File: src/cag_pkg.sv
// Constants and types for the address generation and bus cycle block
package cag_pkg;

    // Addressing modes
    typedef enum logic [3:0] {
        CAG_AM_REG_DIRECT,
        CAG_AM_REG_INDIRECT,
        CAG_AM_DISP16,
        CAG_AM_DISP24,
        CAG_AM_POST_INC,
        CAG_AM_PRE_DEC,
        CAG_AM_ABS8,
        CAG_AM_ABS16,
        CAG_AM_ABS24,
        CAG_AM_IMM,
        CAG_AM_PC_REL8,
        CAG_AM_PC_REL16,
        CAG_AM_MEM_INDIRECT
    } cag_mode_t;

    // Operand sizes
    localparam logic [1:0] CAG_SZ_BYTE = 2'h0;
    localparam logic [1:0] CAG_SZ_WORD = 2'h1;
    localparam logic [1:0] CAG_SZ_LONG = 2'h2;

    // Bit modify operations
    localparam logic [2:0] CAG_BOP_NONE     = 3'h0;
    localparam logic [2:0] CAG_BOP_SET      = 3'h1;
    localparam logic [2:0] CAG_BOP_CLEAR    = 3'h2;
    localparam logic [2:0] CAG_BOP_INVERT   = 3'h3;
    localparam logic [2:0] CAG_BOP_STORE    = 3'h4;
    localparam logic [2:0] CAG_BOP_INV_STORE = 3'h5;

    // Target kinds
    localparam logic [1:0] CAG_TGT_MEM    = 2'h0;
    localparam logic [1:0] CAG_TGT_PER16  = 2'h1;
    localparam logic [1:0] CAG_TGT_PER8   = 2'h2;
    localparam logic [1:0] CAG_TGT_UNMAP  = 2'h3;

    // Address constants
    localparam logic [15:0] CAG_ABS8_UPPER   = 16'hFFFF;
    localparam logic [7:0]  CAG_EXT24_UPPER  = 8'h00;
    localparam logic [7:0]  CAG_MIND_UPPER   = 8'h00;
    localparam logic [31:0] CAG_INC_BYTE     = 32'h0000_0001;
    localparam logic [31:0] CAG_INC_WORD     = 32'h0000_0002;
    localparam logic [31:0] CAG_INC_LONG     = 32'h0000_0004;

    // Bus cycle lengths in states
    localparam logic [1:0] CAG_STATES_FAST = 2'h2;
    localparam logic [1:0] CAG_STATES_SLOW = 2'h3;

    // CPU top-level states and sub-modes
    typedef enum logic [1:0] {
        CAG_CPU_RESET,
        CAG_CPU_EXEC,
        CAG_CPU_HALT,
        CAG_CPU_EXCEPT
    } cag_cpu_t;

    localparam logic [1:0] CAG_SUB_ACTIVE    = 2'h0;
    localparam logic [1:0] CAG_SUB_SUBACTIVE = 2'h1;
    localparam logic [1:0] CAG_SUB_SLEEP     = 2'h0;
    localparam logic [1:0] CAG_SUB_STANDBY   = 2'h1;
    localparam logic [1:0] CAG_SUB_SUBSLEEP  = 2'h2;

endpackage

File: src/cag_bus_cycle.sv
// Bus cycle sequencer: two or three states per cycle, split of 8-bit words
`timescale 1ns/10ps
module cag_bus_cycle
    import cag_pkg::*;
(
    input  wire logic        clk_i,
    input  wire logic        rstn_i,
    input  wire logic        state_en_i,
    input  wire logic        req_i,
    input  wire logic        we_i,
    input  wire logic        word_i,
    input  wire logic [1:0]  tgt_i,
    input  wire logic [15:0] addr_i,
    input  wire logic [15:0] wdata_i,
    output logic             busy_o,
    output logic             done_o,
    output logic [15:0]      rdata_o,
    output logic [15:0]      bus_addr_o,
    output logic [15:0]      bus_wdata_o,
    output logic             bus_re_o,
    output logic             bus_we_o,
    output logic             bus_word_o,
    output logic             bus_last_o,
    input  wire logic [15:0] bus_rdata_i
);

    logic        act_q;
    logic [1:0]  cnt_q;
    logic [1:0]  len_q;
    logic        second_q;
    logic        split_q;
    logic        we_q;
    logic        word_q;
    logic        unmap_q;
    logic [15:0] addr_q;
    logic [15:0] wdata_q;
    logic [15:0] rdata_q;
    logic        done_q;

    wire cyc_end = act_q && state_en_i && (cnt_q == len_q - 2'h1);
    wire more    = split_q && !second_q;
    wire start   = req_i && !act_q;

    always_ff @(posedge clk_i or negedge rstn_i) begin
        if (!rstn_i) begin
            act_q    <= 1'b0;
            cnt_q    <= 2'h0;
            len_q    <= CAG_STATES_FAST;
            second_q <= 1'b0;
            split_q  <= 1'b0;
            we_q     <= 1'b0;
            word_q   <= 1'b0;
            unmap_q  <= 1'b0;
            addr_q   <= 16'h0000;
            wdata_q  <= 16'h0000;
            rdata_q  <= 16'h0000;
            done_q   <= 1'b0;
        end else begin
            done_q <= 1'b0;
            if (start) begin
                act_q    <= 1'b1;
                cnt_q    <= 2'h0;
                len_q    <= (tgt_i == CAG_TGT_PER8) ? CAG_STATES_SLOW : CAG_STATES_FAST;
                split_q  <= word_i && (tgt_i == CAG_TGT_PER8);
                second_q <= 1'b0;
                we_q     <= we_i;
                word_q   <= word_i || (tgt_i == CAG_TGT_PER16);
                unmap_q  <= (tgt_i == CAG_TGT_UNMAP);
                addr_q   <= addr_i;
                wdata_q  <= wdata_i;
            end else if (act_q && state_en_i) begin
                cnt_q <= cnt_q + 2'h1;
                if (cyc_end) begin
                    cnt_q <= 2'h0;
                    if (!we_q && !split_q) begin
                        rdata_q <= unmap_q ? 16'h0000 : bus_rdata_i;
                    end else if (!we_q && !second_q) begin
                        rdata_q[15:8] <= bus_rdata_i[15:8];
                    end else if (!we_q) begin
                        rdata_q[7:0] <= bus_rdata_i[7:0];
                    end
                    if (more) begin
                        second_q <= 1'b1;
                        addr_q   <= addr_q + 16'h0001;
                    end else begin
                        act_q  <= 1'b0;
                        done_q <= 1'b1;
                    end
                end
            end
        end
    end

    assign busy_o      = act_q;
    assign done_o      = done_q;
    assign rdata_o     = rdata_q;
    assign bus_addr_o  = act_q ? addr_q : addr_i;
    assign bus_wdata_o = wdata_q;
    assign bus_re_o    = act_q && !we_q && !unmap_q;
    assign bus_we_o    = act_q && we_q && !unmap_q;
    assign bus_word_o  = word_q && !split_q;
    assign bus_last_o  = cyc_end;

endmodule // cag_bus_cycle

File: src/cag_core.sv
// Effective address generation, bit modify sequencing and CPU state
// What this block does
// - Register direct selects byte halves, word halves or whole 32-bit register.
// - Register indirect uses lower 24 bits of the pointer register.
// - Displacement add; 16-bit displacement sign-extended; lower 24 bits used.
// - Post-increment accesses at pointer, then adds 1, 2 or 4 back.
// - Pre-decrement subtracts 1, 2 or 4 first, stores it, uses result.
// - Absolute 8-bit extended with ones, 16-bit sign-extended, 24-bit as given.
// - 8-bit absolute reaches only the top page; 16-bit the bottom and top 32K; 24-bit the full range.
// - Immediates of 8, 16, 32 bits; 3-bit bit number; 2-bit trap vector.
// - PC relative adds sign-extended 8/16-bit displacement to 24-bit PC.
// - Memory indirect zero-extends 8-bit address and reads a longword.
// - Memory indirect drops first byte; remaining three form the target.
// - Effective addresses drop upper 8 bits; bus address is 16 bits.
// - One state per active clock edge; bus cycle two or three states.
// - On-chip memory takes two states, 16-bit path, byte or word.
// - 16-bit peripheral registers accessed by word size only.
// - Word access to an 8-bit peripheral becomes two bus cycles.
// - Two-state peripherals time like memory; others take three states.
// - CPU states reset, execution, halt, exception with their sub-modes.
// - Unmapped writes discarded, unmapped reads return zero.
// - Bit set, clear, invert, store: read byte, change bit, write back.
// - A 24-bit extension is a 32-bit value with upper byte zero.
`timescale 1ns/10ps
module cag_core
    import cag_pkg::*;
(
    input  wire logic        clk_i,
    input  wire logic        rstn_i,
    input  wire logic        state_en_i,
    input  wire logic        sub_clk_sel_i,
    input  wire logic        start_i,
    input  wire cag_mode_t   mode_i,
    input  wire logic [1:0]  size_i,
    input  wire logic [3:0]  reg_sel_i,
    input  wire logic [31:0] pointer_register_i,
    input  wire logic [31:0] ext_i,
    input  wire logic [23:0] pc_i,
    input  wire logic        we_i,
    input  wire logic [15:0] wdata_i,
    input  wire logic [2:0]  bit_op_i,
    input  wire logic [2:0]  bit_num_i,
    input  wire logic        carry_i,
    input  wire logic [7:0]  trap_opcode_i,
    input  wire logic [1:0]  tgt_i,
    input  wire logic        halt_req_i,
    input  wire logic [1:0]  halt_mode_i,
    input  wire logic        wake_i,
    input  wire logic        except_req_i,
    input  wire logic        except_done_i,
    output logic             busy_o,
    output logic             done_o,
    output logic [31:0]      operand_o,
    output logic [23:0]      ea_o,
    output logic [23:0]      target_o,
    output logic [31:0]      ptr_wb_o,
    output logic             ptr_wb_en_o,
    output logic [31:0]      imm_o,
    output logic [1:0]       trap_vector_o,
    output logic [15:0]      rdata_o,
    output logic [15:0]      bus_addr_o,
    output logic [15:0]      bus_wdata_o,
    output logic             bus_re_o,
    output logic             bus_we_o,
    output logic             bus_word_o,
    input  wire logic [15:0] bus_rdata_i,
    input  wire logic [1:0]  bus_tgt_i,
    output logic [1:0]       cpu_state_o,
    output logic [1:0]       cpu_submode_o
);

    typedef enum logic [2:0] {
        CAG_IDLE,
        CAG_ACCESS,
        CAG_MIND_HI,
        CAG_MIND_LO,
        CAG_RMW_WRITE,
        CAG_FINISH
    } cag_seq_t;

    function automatic logic [31:0] cag_step(input logic [1:0] sz);
        cag_step = (sz == CAG_SZ_LONG) ? CAG_INC_LONG :
                   (sz == CAG_SZ_WORD) ? CAG_INC_WORD : CAG_INC_BYTE;
    endfunction

    function automatic logic [23:0] cag_sext16(input logic [15:0] v);
        cag_sext16 = {{8{v[15]}}, v};
    endfunction

    cag_seq_t    seq_q, seq_d;
    cag_cpu_t    cpu_q;
    logic [1:0]  sub_q;
    logic [23:0] ea_q;
    logic [23:0] target_q;
    logic [31:0] ptr_wb_q;
    logic        ptr_wb_en_q;
    logic [31:0] operand_q;
    logic [31:0] imm_q;
    logic [1:0]  trap_q;
    logic        done_q;
    logic [7:0]  tgt_hi_q;
    logic        we_q;
    logic        word_q;
    logic [15:0] wdata_q;
    logic [2:0]  bop_q;
    logic [2:0]  bnum_q;
    logic        carry_q;
    logic [1:0]  mode_sz_q;
    logic        post_q;
    logic [7:0]  mod_byte_q;
    logic [15:0] bc_rdata;

    // Operand register slices
    wire [7:0]  byte_sel = reg_sel_i[3] ? pointer_register_i[7:0] : pointer_register_i[15:8];
    wire [15:0] word_sel = reg_sel_i[3] ? pointer_register_i[31:16] : pointer_register_i[15:0];
    wire [31:0] reg_operand = (size_i == CAG_SZ_BYTE) ? {24'h000000, byte_sel} :
                              (size_i == CAG_SZ_WORD) ? {16'h0000, word_sel} :
                              pointer_register_i;

    // Effective address per mode
    wire [31:0] ext24     = {CAG_EXT24_UPPER, ext_i[23:0]};
    wire [23:0] ea_disp16 = pointer_register_i[23:0] + cag_sext16(ext_i[15:0]);
    wire [23:0] ea_disp24 = pointer_register_i[23:0] + ext24[23:0];
    wire [31:0] ptr_dec   = pointer_register_i - cag_step(size_i);
    wire [31:0] ptr_inc   = pointer_register_i + cag_step(size_i);
    wire [23:0] ea_abs8   = {CAG_ABS8_UPPER, ext_i[7:0]};
    wire [23:0] ea_abs16  = cag_sext16(ext_i[15:0]);
    wire [23:0] ea_pc8    = pc_i + {{16{ext_i[7]}}, ext_i[7:0]};
    wire [23:0] ea_pc16   = pc_i + cag_sext16(ext_i[15:0]);
    wire [23:0] ea_mind   = {8'h00, CAG_MIND_UPPER, ext_i[7:0]};

    logic [23:0] ea_calc;
    always_comb begin
        case (mode_i)
            CAG_AM_REG_INDIRECT: ea_calc = pointer_register_i[23:0];
            CAG_AM_POST_INC:     ea_calc = pointer_register_i[23:0];
            CAG_AM_DISP16:       ea_calc = ea_disp16;
            CAG_AM_DISP24:       ea_calc = ea_disp24;
            CAG_AM_PRE_DEC:      ea_calc = ptr_dec[23:0];
            CAG_AM_ABS8:         ea_calc = ea_abs8;
            CAG_AM_ABS16:        ea_calc = ea_abs16;
            CAG_AM_ABS24:        ea_calc = ext24[23:0];
            CAG_AM_PC_REL8:      ea_calc = ea_pc8;
            CAG_AM_PC_REL16:     ea_calc = ea_pc16;
            CAG_AM_MEM_INDIRECT: ea_calc = ea_mind;
            default:             ea_calc = 24'h000000;
        endcase
    end

    wire is_mem  = (mode_i != CAG_AM_REG_DIRECT) && (mode_i != CAG_AM_IMM) &&
                   (mode_i != CAG_AM_PC_REL8) && (mode_i != CAG_AM_PC_REL16);
    wire is_rmw  = (bit_op_i != CAG_BOP_NONE);
    wire is_imm  = (mode_i == CAG_AM_IMM);
    wire [31:0] imm_val = (size_i == CAG_SZ_BYTE) ? {24'h000000, ext_i[7:0]} :
                          (size_i == CAG_SZ_WORD) ? {16'h0000, ext_i[15:0]} : ext_i;

    // Bit modify of the read byte
    // Byte lane follows address bit 0
    wire [7:0] rd_byte  = ea_q[0] ? bc_rdata[7:0] : bc_rdata[15:8];
    wire [7:0] bit_mask = 8'h01 << bnum_q;
    logic [7:0] mod_byte;
    always_comb begin
        case (bop_q)
            CAG_BOP_SET:       mod_byte = rd_byte | bit_mask;
            CAG_BOP_CLEAR:     mod_byte = rd_byte & ~bit_mask;
            CAG_BOP_INVERT:    mod_byte = rd_byte ^ bit_mask;
            CAG_BOP_STORE:     mod_byte = carry_q ? (rd_byte | bit_mask) : (rd_byte & ~bit_mask);
            CAG_BOP_INV_STORE: mod_byte = carry_q ? (rd_byte & ~bit_mask) : (rd_byte | bit_mask);
            default:           mod_byte = rd_byte;
        endcase
    end

    // Bus sequencer requests
    logic        bc_req;
    logic        bc_we;
    logic        bc_word;
    logic [15:0] bc_addr;
    logic [15:0] bc_wdata;
    logic        bc_busy;
    logic        bc_done;

    wire issue = (seq_q != CAG_IDLE) && (seq_q != CAG_FINISH) && !bc_busy && !bc_done;

    always_comb begin
        bc_req   = 1'b0;
        bc_we    = 1'b0;
        bc_word  = 1'b0;
        bc_addr  = ea_q[15:0];
        bc_wdata = wdata_q;
        case (seq_q)
            CAG_ACCESS: begin
                bc_req  = issue;
                bc_we   = we_q && (bop_q == CAG_BOP_NONE);
                bc_word = word_q;
            end
            CAG_MIND_HI: begin
                bc_req  = issue;
                bc_word = 1'b1;
            end
            CAG_MIND_LO: begin
                bc_req  = issue;
                bc_word = 1'b1;
                bc_addr = ea_q[15:0] + 16'h0002;
            end
            CAG_RMW_WRITE: begin
                bc_req   = issue;
                bc_we    = 1'b1;
                bc_wdata = {mod_byte_q, mod_byte_q};
            end
            default: ;
        endcase
    end

    always_comb begin
        seq_d = seq_q;
        case (seq_q)
            CAG_IDLE: begin
                if (start_i && cpu_q == CAG_CPU_EXEC) begin
                    if (mode_i == CAG_AM_MEM_INDIRECT) begin
                        seq_d = CAG_MIND_HI;
                    end else if (is_mem) begin
                        seq_d = CAG_ACCESS;
                    end else begin
                        seq_d = CAG_FINISH;
                    end
                end
            end
            CAG_ACCESS:    if (bc_done) seq_d = (bop_q != CAG_BOP_NONE) ? CAG_RMW_WRITE : CAG_FINISH;
            CAG_MIND_HI:   if (bc_done) seq_d = CAG_MIND_LO;
            CAG_MIND_LO:   if (bc_done) seq_d = CAG_FINISH;
            CAG_RMW_WRITE: if (bc_done) seq_d = CAG_FINISH;
            default:       seq_d = CAG_IDLE;
        endcase
    end

    always_ff @(posedge clk_i or negedge rstn_i) begin
        if (!rstn_i) begin
            seq_q       <= CAG_IDLE;
            ea_q        <= 24'h000000;
            target_q    <= 24'h000000;
            ptr_wb_q    <= 32'h00000000;
            ptr_wb_en_q <= 1'b0;
            operand_q   <= 32'h00000000;
            imm_q       <= 32'h00000000;
            trap_q      <= 2'h0;
            done_q      <= 1'b0;
            we_q        <= 1'b0;
            word_q      <= 1'b0;
            wdata_q     <= 16'h0000;
            bop_q       <= CAG_BOP_NONE;
            bnum_q      <= 3'h0;
            carry_q     <= 1'b0;
            mode_sz_q   <= CAG_SZ_BYTE;
            post_q      <= 1'b0;
            mod_byte_q  <= 8'h00;
            tgt_hi_q    <= 8'h00;
        end else begin
            seq_q       <= seq_d;
            done_q      <= (seq_q == CAG_FINISH);
            ptr_wb_en_q <= 1'b0;
            if (seq_q == CAG_IDLE && seq_d != CAG_IDLE) begin
                ea_q      <= ea_calc;
                we_q      <= we_i && !is_rmw;
                word_q    <= (size_i != CAG_SZ_BYTE) && !is_rmw;
                wdata_q   <= wdata_i;
                bop_q     <= bit_op_i;
                bnum_q    <= bit_num_i;
                carry_q   <= carry_i;
                mode_sz_q <= size_i;
                post_q    <= (mode_i == CAG_AM_POST_INC);
                operand_q <= is_imm ? imm_val : reg_operand;
                imm_q     <= imm_val;
                trap_q    <= trap_opcode_i[5:4];
                if (mode_i == CAG_AM_PRE_DEC) begin
                    ptr_wb_q    <= ptr_dec;
                    ptr_wb_en_q <= 1'b1;
                end
                if (mode_i == CAG_AM_POST_INC) begin
                    ptr_wb_q <= ptr_inc;
                end
                if (mode_i == CAG_AM_PC_REL8 || mode_i == CAG_AM_PC_REL16) begin
                    target_q <= ea_calc;
                end
            end
            if (seq_q == CAG_ACCESS && bc_done) begin
                mod_byte_q <= mod_byte;
                operand_q  <= {16'h0000, bc_rdata};
            end
            if (seq_q == CAG_MIND_HI && bc_done) begin
                tgt_hi_q <= bc_rdata[7:0];
            end
            if (seq_q == CAG_MIND_LO && bc_done) begin
                target_q <= {tgt_hi_q, bc_rdata};
            end
            if (seq_q == CAG_FINISH && post_q) begin
                ptr_wb_en_q <= 1'b1;
            end
        end
    end

    // CPU top-level state
    always_ff @(posedge clk_i or negedge rstn_i) begin
        if (!rstn_i) begin
            cpu_q <= CAG_CPU_RESET;
            sub_q <= CAG_SUB_ACTIVE;
        end else begin
            case (cpu_q)
                CAG_CPU_RESET: begin
                    cpu_q <= CAG_CPU_EXCEPT;
                end
                CAG_CPU_EXEC: begin
                    sub_q <= sub_clk_sel_i ? CAG_SUB_SUBACTIVE : CAG_SUB_ACTIVE;
                    if (except_req_i) begin
                        cpu_q <= CAG_CPU_EXCEPT;
                    end else if (halt_req_i && seq_q == CAG_IDLE) begin
                        cpu_q <= CAG_CPU_HALT;
                        sub_q <= halt_mode_i;
                    end
                end
                CAG_CPU_HALT: begin
                    if (wake_i) begin
                        cpu_q <= except_req_i ? CAG_CPU_EXCEPT : CAG_CPU_EXEC;
                        sub_q <= sub_clk_sel_i ? CAG_SUB_SUBACTIVE : CAG_SUB_ACTIVE;
                    end
                end
                default: begin
                    if (except_done_i) begin
                        cpu_q <= CAG_CPU_EXEC;
                    end
                end
            endcase
        end
    end

    cag_bus_cycle u_bus (
        .clk_i       (clk_i),
        .rstn_i      (rstn_i),
        .state_en_i  (state_en_i),
        .req_i       (bc_req),
        .we_i        (bc_we),
        .word_i      (bc_word),
        .tgt_i       (bus_tgt_i),
        .addr_i      (bc_addr),
        .wdata_i     (bc_wdata),
        .busy_o      (bc_busy),
        .done_o      (bc_done),
        .rdata_o     (bc_rdata),
        .bus_addr_o  (bus_addr_o),
        .bus_wdata_o (bus_wdata_o),
        .bus_re_o    (bus_re_o),
        .bus_we_o    (bus_we_o),
        .bus_word_o  (bus_word_o),
        .bus_last_o  (),
        .bus_rdata_i (bus_rdata_i)
    );

    assign busy_o        = (seq_q != CAG_IDLE);
    assign done_o        = done_q;
    assign operand_o     = operand_q;
    assign ea_o          = ea_q;
    assign target_o      = target_q;
    assign ptr_wb_o      = ptr_wb_q;
    assign ptr_wb_en_o   = ptr_wb_en_q;
    assign imm_o         = imm_q;
    assign trap_vector_o = trap_q;
    assign rdata_o       = bc_rdata;
    assign cpu_state_o   = cpu_q;
    assign cpu_submode_o = sub_q;

endmodule // cag_core

File: config.mk
export PLATFORM = sky130hd
export DESIGN_NAME = cag_core
export DESIGN_NICKNAME = d
export VERILOG_FILES = /design/src/cag_pkg.sv /design/src/cag_bus_cycle.sv /design/src/cag_core.sv
export SDC_FILE = /design/constraint.sdc
export NUM_CORES = 1
export LEC_CHECK = 0
export ABC_AREA = 1
export BUFFER_PORTS_ARGS = -buffer_cell sky130_fd_sc_hd__buf_4
export CAP_MARGIN = 20
export CORE_AREA = 10 10 206 208
export CTS_CLUSTER_DIAMETER = 50
export DETAILED_ROUTE_END_ITERATION = 7
export DIE_AREA = 0 0 216 218
export PLACE_DENSITY = 0.81
export SYNTH_ARGS = -nofsm -noshare
export SYNTH_HDL_FRONTEND = slang
export SYNTH_SLANG_ARGS = --single-unit
File: constraint.sdc
create_clock -name clk_i -period 2.62 [get_ports clk_i]
set_input_delay 0.131 -clock clk_i [delete_from_list [all_inputs] [get_ports clk_i]]
set_output_delay 0.131 -clock clk_i [all_outputs]
set_load 0.01 [all_outputs]
==> results <==
- The run finished, with violations left.
- The final reports fail on design-rule violations, negative hold slack.
- The largest delay contributor family on the critical path is simple AND/OR/NAND/NOR gates.
- The final critical path time including I/O delays and setup is 2.61 ns.
- The net count reported at finish is about 4100.
- The slack of the worst reg-to-reg path is between 0.01 and 0.015 ns.
- The overall via count from detail_route is around 26000.
- The count of final setup violators is 0.
- The startpoint class of the critical path is a flop.
- After synthesis, the mean cell area works out to 6.34 um^2.
- The count of clock tree sinks is 255.
- After synthesis, the netlist uses 53 different library cells.
- The first-pass GRT wire length is 143000 um.
- Global routing used 38.8% of the available tracks.
- Counting instances, the worst hold path has a depth of 3.
- The relative area change from synthesis to final layout is 33.4%.
- The worst path meets setup with approximately 0.012 ns of slack.
- In this run the cell area measured after placement is between 20000 and 30000 um^2.
- The worst setup path is of the flop to flop kind.
- The area occupied by multi-input gates is 12300 um^2.
- The worst min-delay path startpoint is halt_req_i.
- Setup repair after global routing could not meet its margin everywhere.
- During synthesis, Yosys emitted a total of 0 warnings.
- The depth of the worst register-to-register path is 12.
- In the finished design, the share of the clock period the worst path needs comes to approximately 100%.
- The number of DRC markers in iteration 0 is about 3600.
- The delay of the slowest cell on the worst path is 0.39 ns.
- The clock transition at the registers of the reported paths is 0.06 ns.
- The count of flip-flops with a built-in enable after synthesis is 0.
- The fill cell instance count of the final layout is 3197.
- The final number of hold-violating endpoints is 1.
- The relative slew slack is 53.4%.
- STA puts the critical path data required time at 3.07 ns.
- The maximum fanout along the worst path is 19.
- The transition time of the tightest slew-check pin is between 0.6 and 0.7 ns.
- The most frequent cell after synthesis is sky130_fd_sc_hd__nand2_1.
- For this design the top-level I/O count stands at 365.
- The kind of capture point of the worst setup path is a flop.
- The commonest cells after synthesis are sky130_fd_sc_hd__nand2_1 (1099), sky130_fd_sc_hd__inv_1 (432), sky130_fd_sc_hd__nor2_1 (286).
- In this run the biggest area consumer among cell types represents 30.8% of the synthesized area.
- The final layout contains routed wiring with a total length of 96500 um.
- For this design the ratio of total power to cell area is 878 nW/um^2.
- The portion of synthesized area spent on multiplexers is less than 1%.
- Detailed placement finished with a half-perimeter wire length of 74000 um.
- The wire length per cell after detailed routing is 21.8 um.
- Of all cell types, the one taking the most synthesized area is sky130_fd_sc_hd__dfrtp_1.
- Summing the areas of all and, or, nand and nor instances in the mapped netlist gives a little over a third of the synthesized area.
- The share of async-settable or async-resettable flops after synthesis is 100%.
- The share of the synthesized area in compound gates (AO/OA/AOI/OAI) is between 10% and 20%.
- The synthesized-area fraction occupied by xor and xnor cells is 2.37%.
- For this run, design rule violations remaining after detail routing come to 3.
- In this run the cell area of the synthesized design comes to between 20000 and 25000 um^2.
- The die covers 47100 um^2.
- The placement-stage worst setup slack is -0.221 ns.
- The maximum resistive drop on vdd is 0.000562 V.
- Synthesis produced a netlist with a net count of 3530.
- In this run the core area contains 72 standard-cell rows.
- The number of global-route vias before repair came to approximately 24000.
- After routing, the total negative slack on setup checks comes to 0 ns.
- The startpoint identified for the worst register-to-register timing path is cpu_state_o[0].
- The initial antenna violation count was 6.
- The largest family of logic cells by synthesized area is simple AND/OR/NAND/NOR gates.
- By area the synthesized netlist is led by sky130_fd_sc_hd__dfrtp_1 (31%), sky130_fd_sc_hd__nand2_1 (20%), sky130_fd_sc_hd__inv_1 (7.8%).
- In this run the worst hold path is classified as primary input to flop.
- The share of cells above drive strength 1 is 18.4%.
- Clock tree synthesis inserted a total of 29 buffers.
- Entering global routing, the biggest net connects 75 pins.
- The standard cell with the maximum stage delay on the critical path is sky130_fd_sc_hd__dfrtp_1.
- The maximum clock frequency is 383 MHz.
- The CTS tree is done.
- For the worst-skew pair, the clock arrives at the later sink with an insertion delay of 0.58 ns.
- Across all hold checks on the routed design, the worst slack comes to -0.00000872 ns.
- The first-pass detailed-route iteration total is 8.
- CTS built an H-tree with a depth of 1.
- The predominant post-synthesis flop cell is sky130_fd_sc_hd__dfrtp_1.
- Global routing finished with a remaining overflow of 0.
- The design area is 27600 um^2.
- During placement, the flow inserted port buffers numbering 353.
- The number of placed instances, taps included, is 4257.
- The sequential standard cell area is 6380 um^2.
- The path with the worst hold slack has its endpoint at cpu_submode_o[1].
- No sink is reached through more buffers than the 3 on the longest clock path.
- Summing the areas of all fa, ha and maj instances in the mapped netlist gives 6.52% of the synthesized area.
- On the final layout, the worst clock skew is 0.00944 ns.
- The post-layout utilization of the core is around 72%.
- The share of the Yosys chip area taken by registers is 30.8%.
- The max-slew violation count came to 0.
- The arrival time of the worst setup path is 3.06 ns.
- The number of instances in the synthesized netlist is approximately 3300.
- The beginning of the critical path is cpu_state_o[0].
- The via density per instance is 5.83.
- The number of buffers and inverters on the critical path is 4.
- The detail route stage leaves a number of antenna-violating nets equal to 0.
- The total area inside the core boundary comes to 38300 um^2.
- In this run the critical register-to-register path is captured at target_o[8].
- The signal on the critical path passes through inv_2 -> nor2_1 -> nand2_1 -> nor2_8 -> clkinv_2 -> nor3_4 -> inv_2 -> nand2_4 -> inv_4 -> nand2_1 -> o21ai_0 -> o21bai_1.
- After synthesis the netlist holds a flip-flop and latch count of 255.
- The routability congestion estimate is ~1.1.
- The initial core utilization is 54.1%.
- The die is 218 um tall.
- Leaving out filler cells and counting taps, the final layout contains 4420.
- In this run the static leakage power is 14.6 nW.
- The power after layout is 24.3 mW.
- The total of max-cap violations is 0.
- The die is about 220 um wide.
- The master cell of the clock root buffer is sky130_fd_sc_hd__clkbuf_16.
-- worst max-delay path by stage --
| stage | to | slack, ns | depth (start not counted) |
|---|---|---|---|
| after CTS | bus_addr_o[15] | 0.02 | 10 |
| final | target_o[8] | 0.01 | 12 |
| after floorplan | ptr_wb_o[16] | 0.05 | 18 |
| after global routing | bus_addr_o[15] | -0.06 | 11 |
| after global placement | ea_o[10] | -0.17 | 21 |
| after detailed placement | ea_o[10] | -0.22 | 22 |
-- logic make-up (layout without fill, tap and decap cells) --
logic type / count (synthesis) / count (layout)
flops: 255 / 255
compound gates: 555 / 555
other cells: 0 / 5
xor+xnor: 56 / 56
fa+ha+maj: 105 / 105
buf+inv: 554 / 1187
mux: 2 / 2
simple gates: 1737 / 1737
-- flip-flops by register name, summed over array words and instances (netlist names), 2 cells and up --
name               flops
trap_vector_o          2
target_o              24
wdata_q               16
ea_o                  24
imm_o                 32
operand_o             32
cpu_state_o            2
mod_byte_q             8
ptr_wb_o              32
cpu_submode_o          2
bop_q                  3
u_bus.addr_q          16
seq_q                  3
tgt_hi_q               8
u_bus.rdata_o         16
bnum_q                 3
u_bus.bus_wdata_o     16
u_bus.cnt_q            2
-- repair_timing --
item | in CTS | in global routing
hold buffers | 92 | 0
buffers inserted | 3 | 9
endpoints found under the setup margin | 5 | 39
gates resized for setup | 7 | 31
pin swaps | 1 | 11
endpoints found under the hold margin | 230 | 0
-- worst reg2reg max path, stage by stage (launching register included) --
cell	delay, ns
sky130_fd_sc_hd__dfrtp_1	0.39
sky130_fd_sc_hd__inv_2	0.07
sky130_fd_sc_hd__nor2_1	0.29
sky130_fd_sc_hd__nand2_1	0.27
sky130_fd_sc_hd__nor2_8	0.17
sky130_fd_sc_hd__clkinv_2	0.22
sky130_fd_sc_hd__nor3_4	0.24
sky130_fd_sc_hd__inv_2	0.19
sky130_fd_sc_hd__nand2_4	0.16
sky130_fd_sc_hd__inv_4	0.12
sky130_fd_sc_hd__nand2_1	0.09
sky130_fd_sc_hd__o21ai_0	0.10
sky130_fd_sc_hd__o21bai_1	0.18
-- report_power, final --
part,total [mW],internal [mW],switching [mW]
registers,7.32,5.74,1.58
logic,12.4,4.98,7.47
clock network,4.50,2.68,1.81
total,24.3,13.4,10.9
-- layout by cell type, fill, tap and decap left out, types with 8 or more instances in the layout --
| master | n |
|---|---|
| sky130_fd_sc_hd__nand2_1 | 1098 |
| sky130_fd_sc_hd__buf_4 | 590 |
| sky130_fd_sc_hd__inv_1 | 429 |
| sky130_fd_sc_hd__nor2_1 | 279 |
| sky130_fd_sc_hd__o21ai_0 | 277 |
| sky130_fd_sc_hd__dfrtp_1 | 253 |
| sky130_fd_sc_hd__nand3_1 | 196 |
| sky130_fd_sc_hd__a21oi_1 | 117 |
| sky130_fd_sc_hd__ha_1 | 98 |
| sky130_fd_sc_hd__dlygate4sd3_1 | 92 |
| sky130_fd_sc_hd__nand4_1 | 60 |
| sky130_fd_sc_hd__xor2_1 | 53 |
| sky130_fd_sc_hd__a31oi_1 | 35 |
| sky130_fd_sc_hd__nor3_1 | 30 |
| sky130_fd_sc_hd__clkbuf_16 | 29 |
| sky130_fd_sc_hd__nand3b_1 | 22 |
| sky130_fd_sc_hd__o211ai_1 | 18 |
| sky130_fd_sc_hd__o22ai_1 | 16 |
| sky130_fd_sc_hd__o21bai_1 | 15 |
| sky130_fd_sc_hd__a221oi_1 | 11 |
| sky130_fd_sc_hd__nor2_2 | 10 |
| sky130_fd_sc_hd__or2_2 | 10 |
| sky130_fd_sc_hd__o221ai_1 | 10 |
| sky130_fd_sc_hd__a22o_1 | 10 |
| sky130_fd_sc_hd__o31ai_1 | 10 |
| sky130_fd_sc_hd__a211oi_1 | 8 |
| sky130_fd_sc_hd__buf_12 | 8 |
-- final cells by class --
| class | instances | area share (%) |
|---|---|---|
| antenna | 5 | 0.0453 |
| clock buffer | 36 | 2.90 |
| clock inverter | 18 | 0.901 |
| inverter | 440 | 5.99 |
| multi-input combinational | 2455 | 44.6 |
| sequential | 255 | 23.1 |
| tap | 518 | 2.35 |
| timing repair buffer | 693 | 20.1 |
-- per-layer routing --
metal  vias to the layer above  share of wire (%)  track usage (%)
li1                      11800                  -                -
met1                     11800                 37             48.6
met2                      1809                 44             61.2
met3                       396                 12             9.43
met4                         4                6.2             20.3
met5                         -              0.028                0
Note: power is estimated with default switching activity, not from simulation.
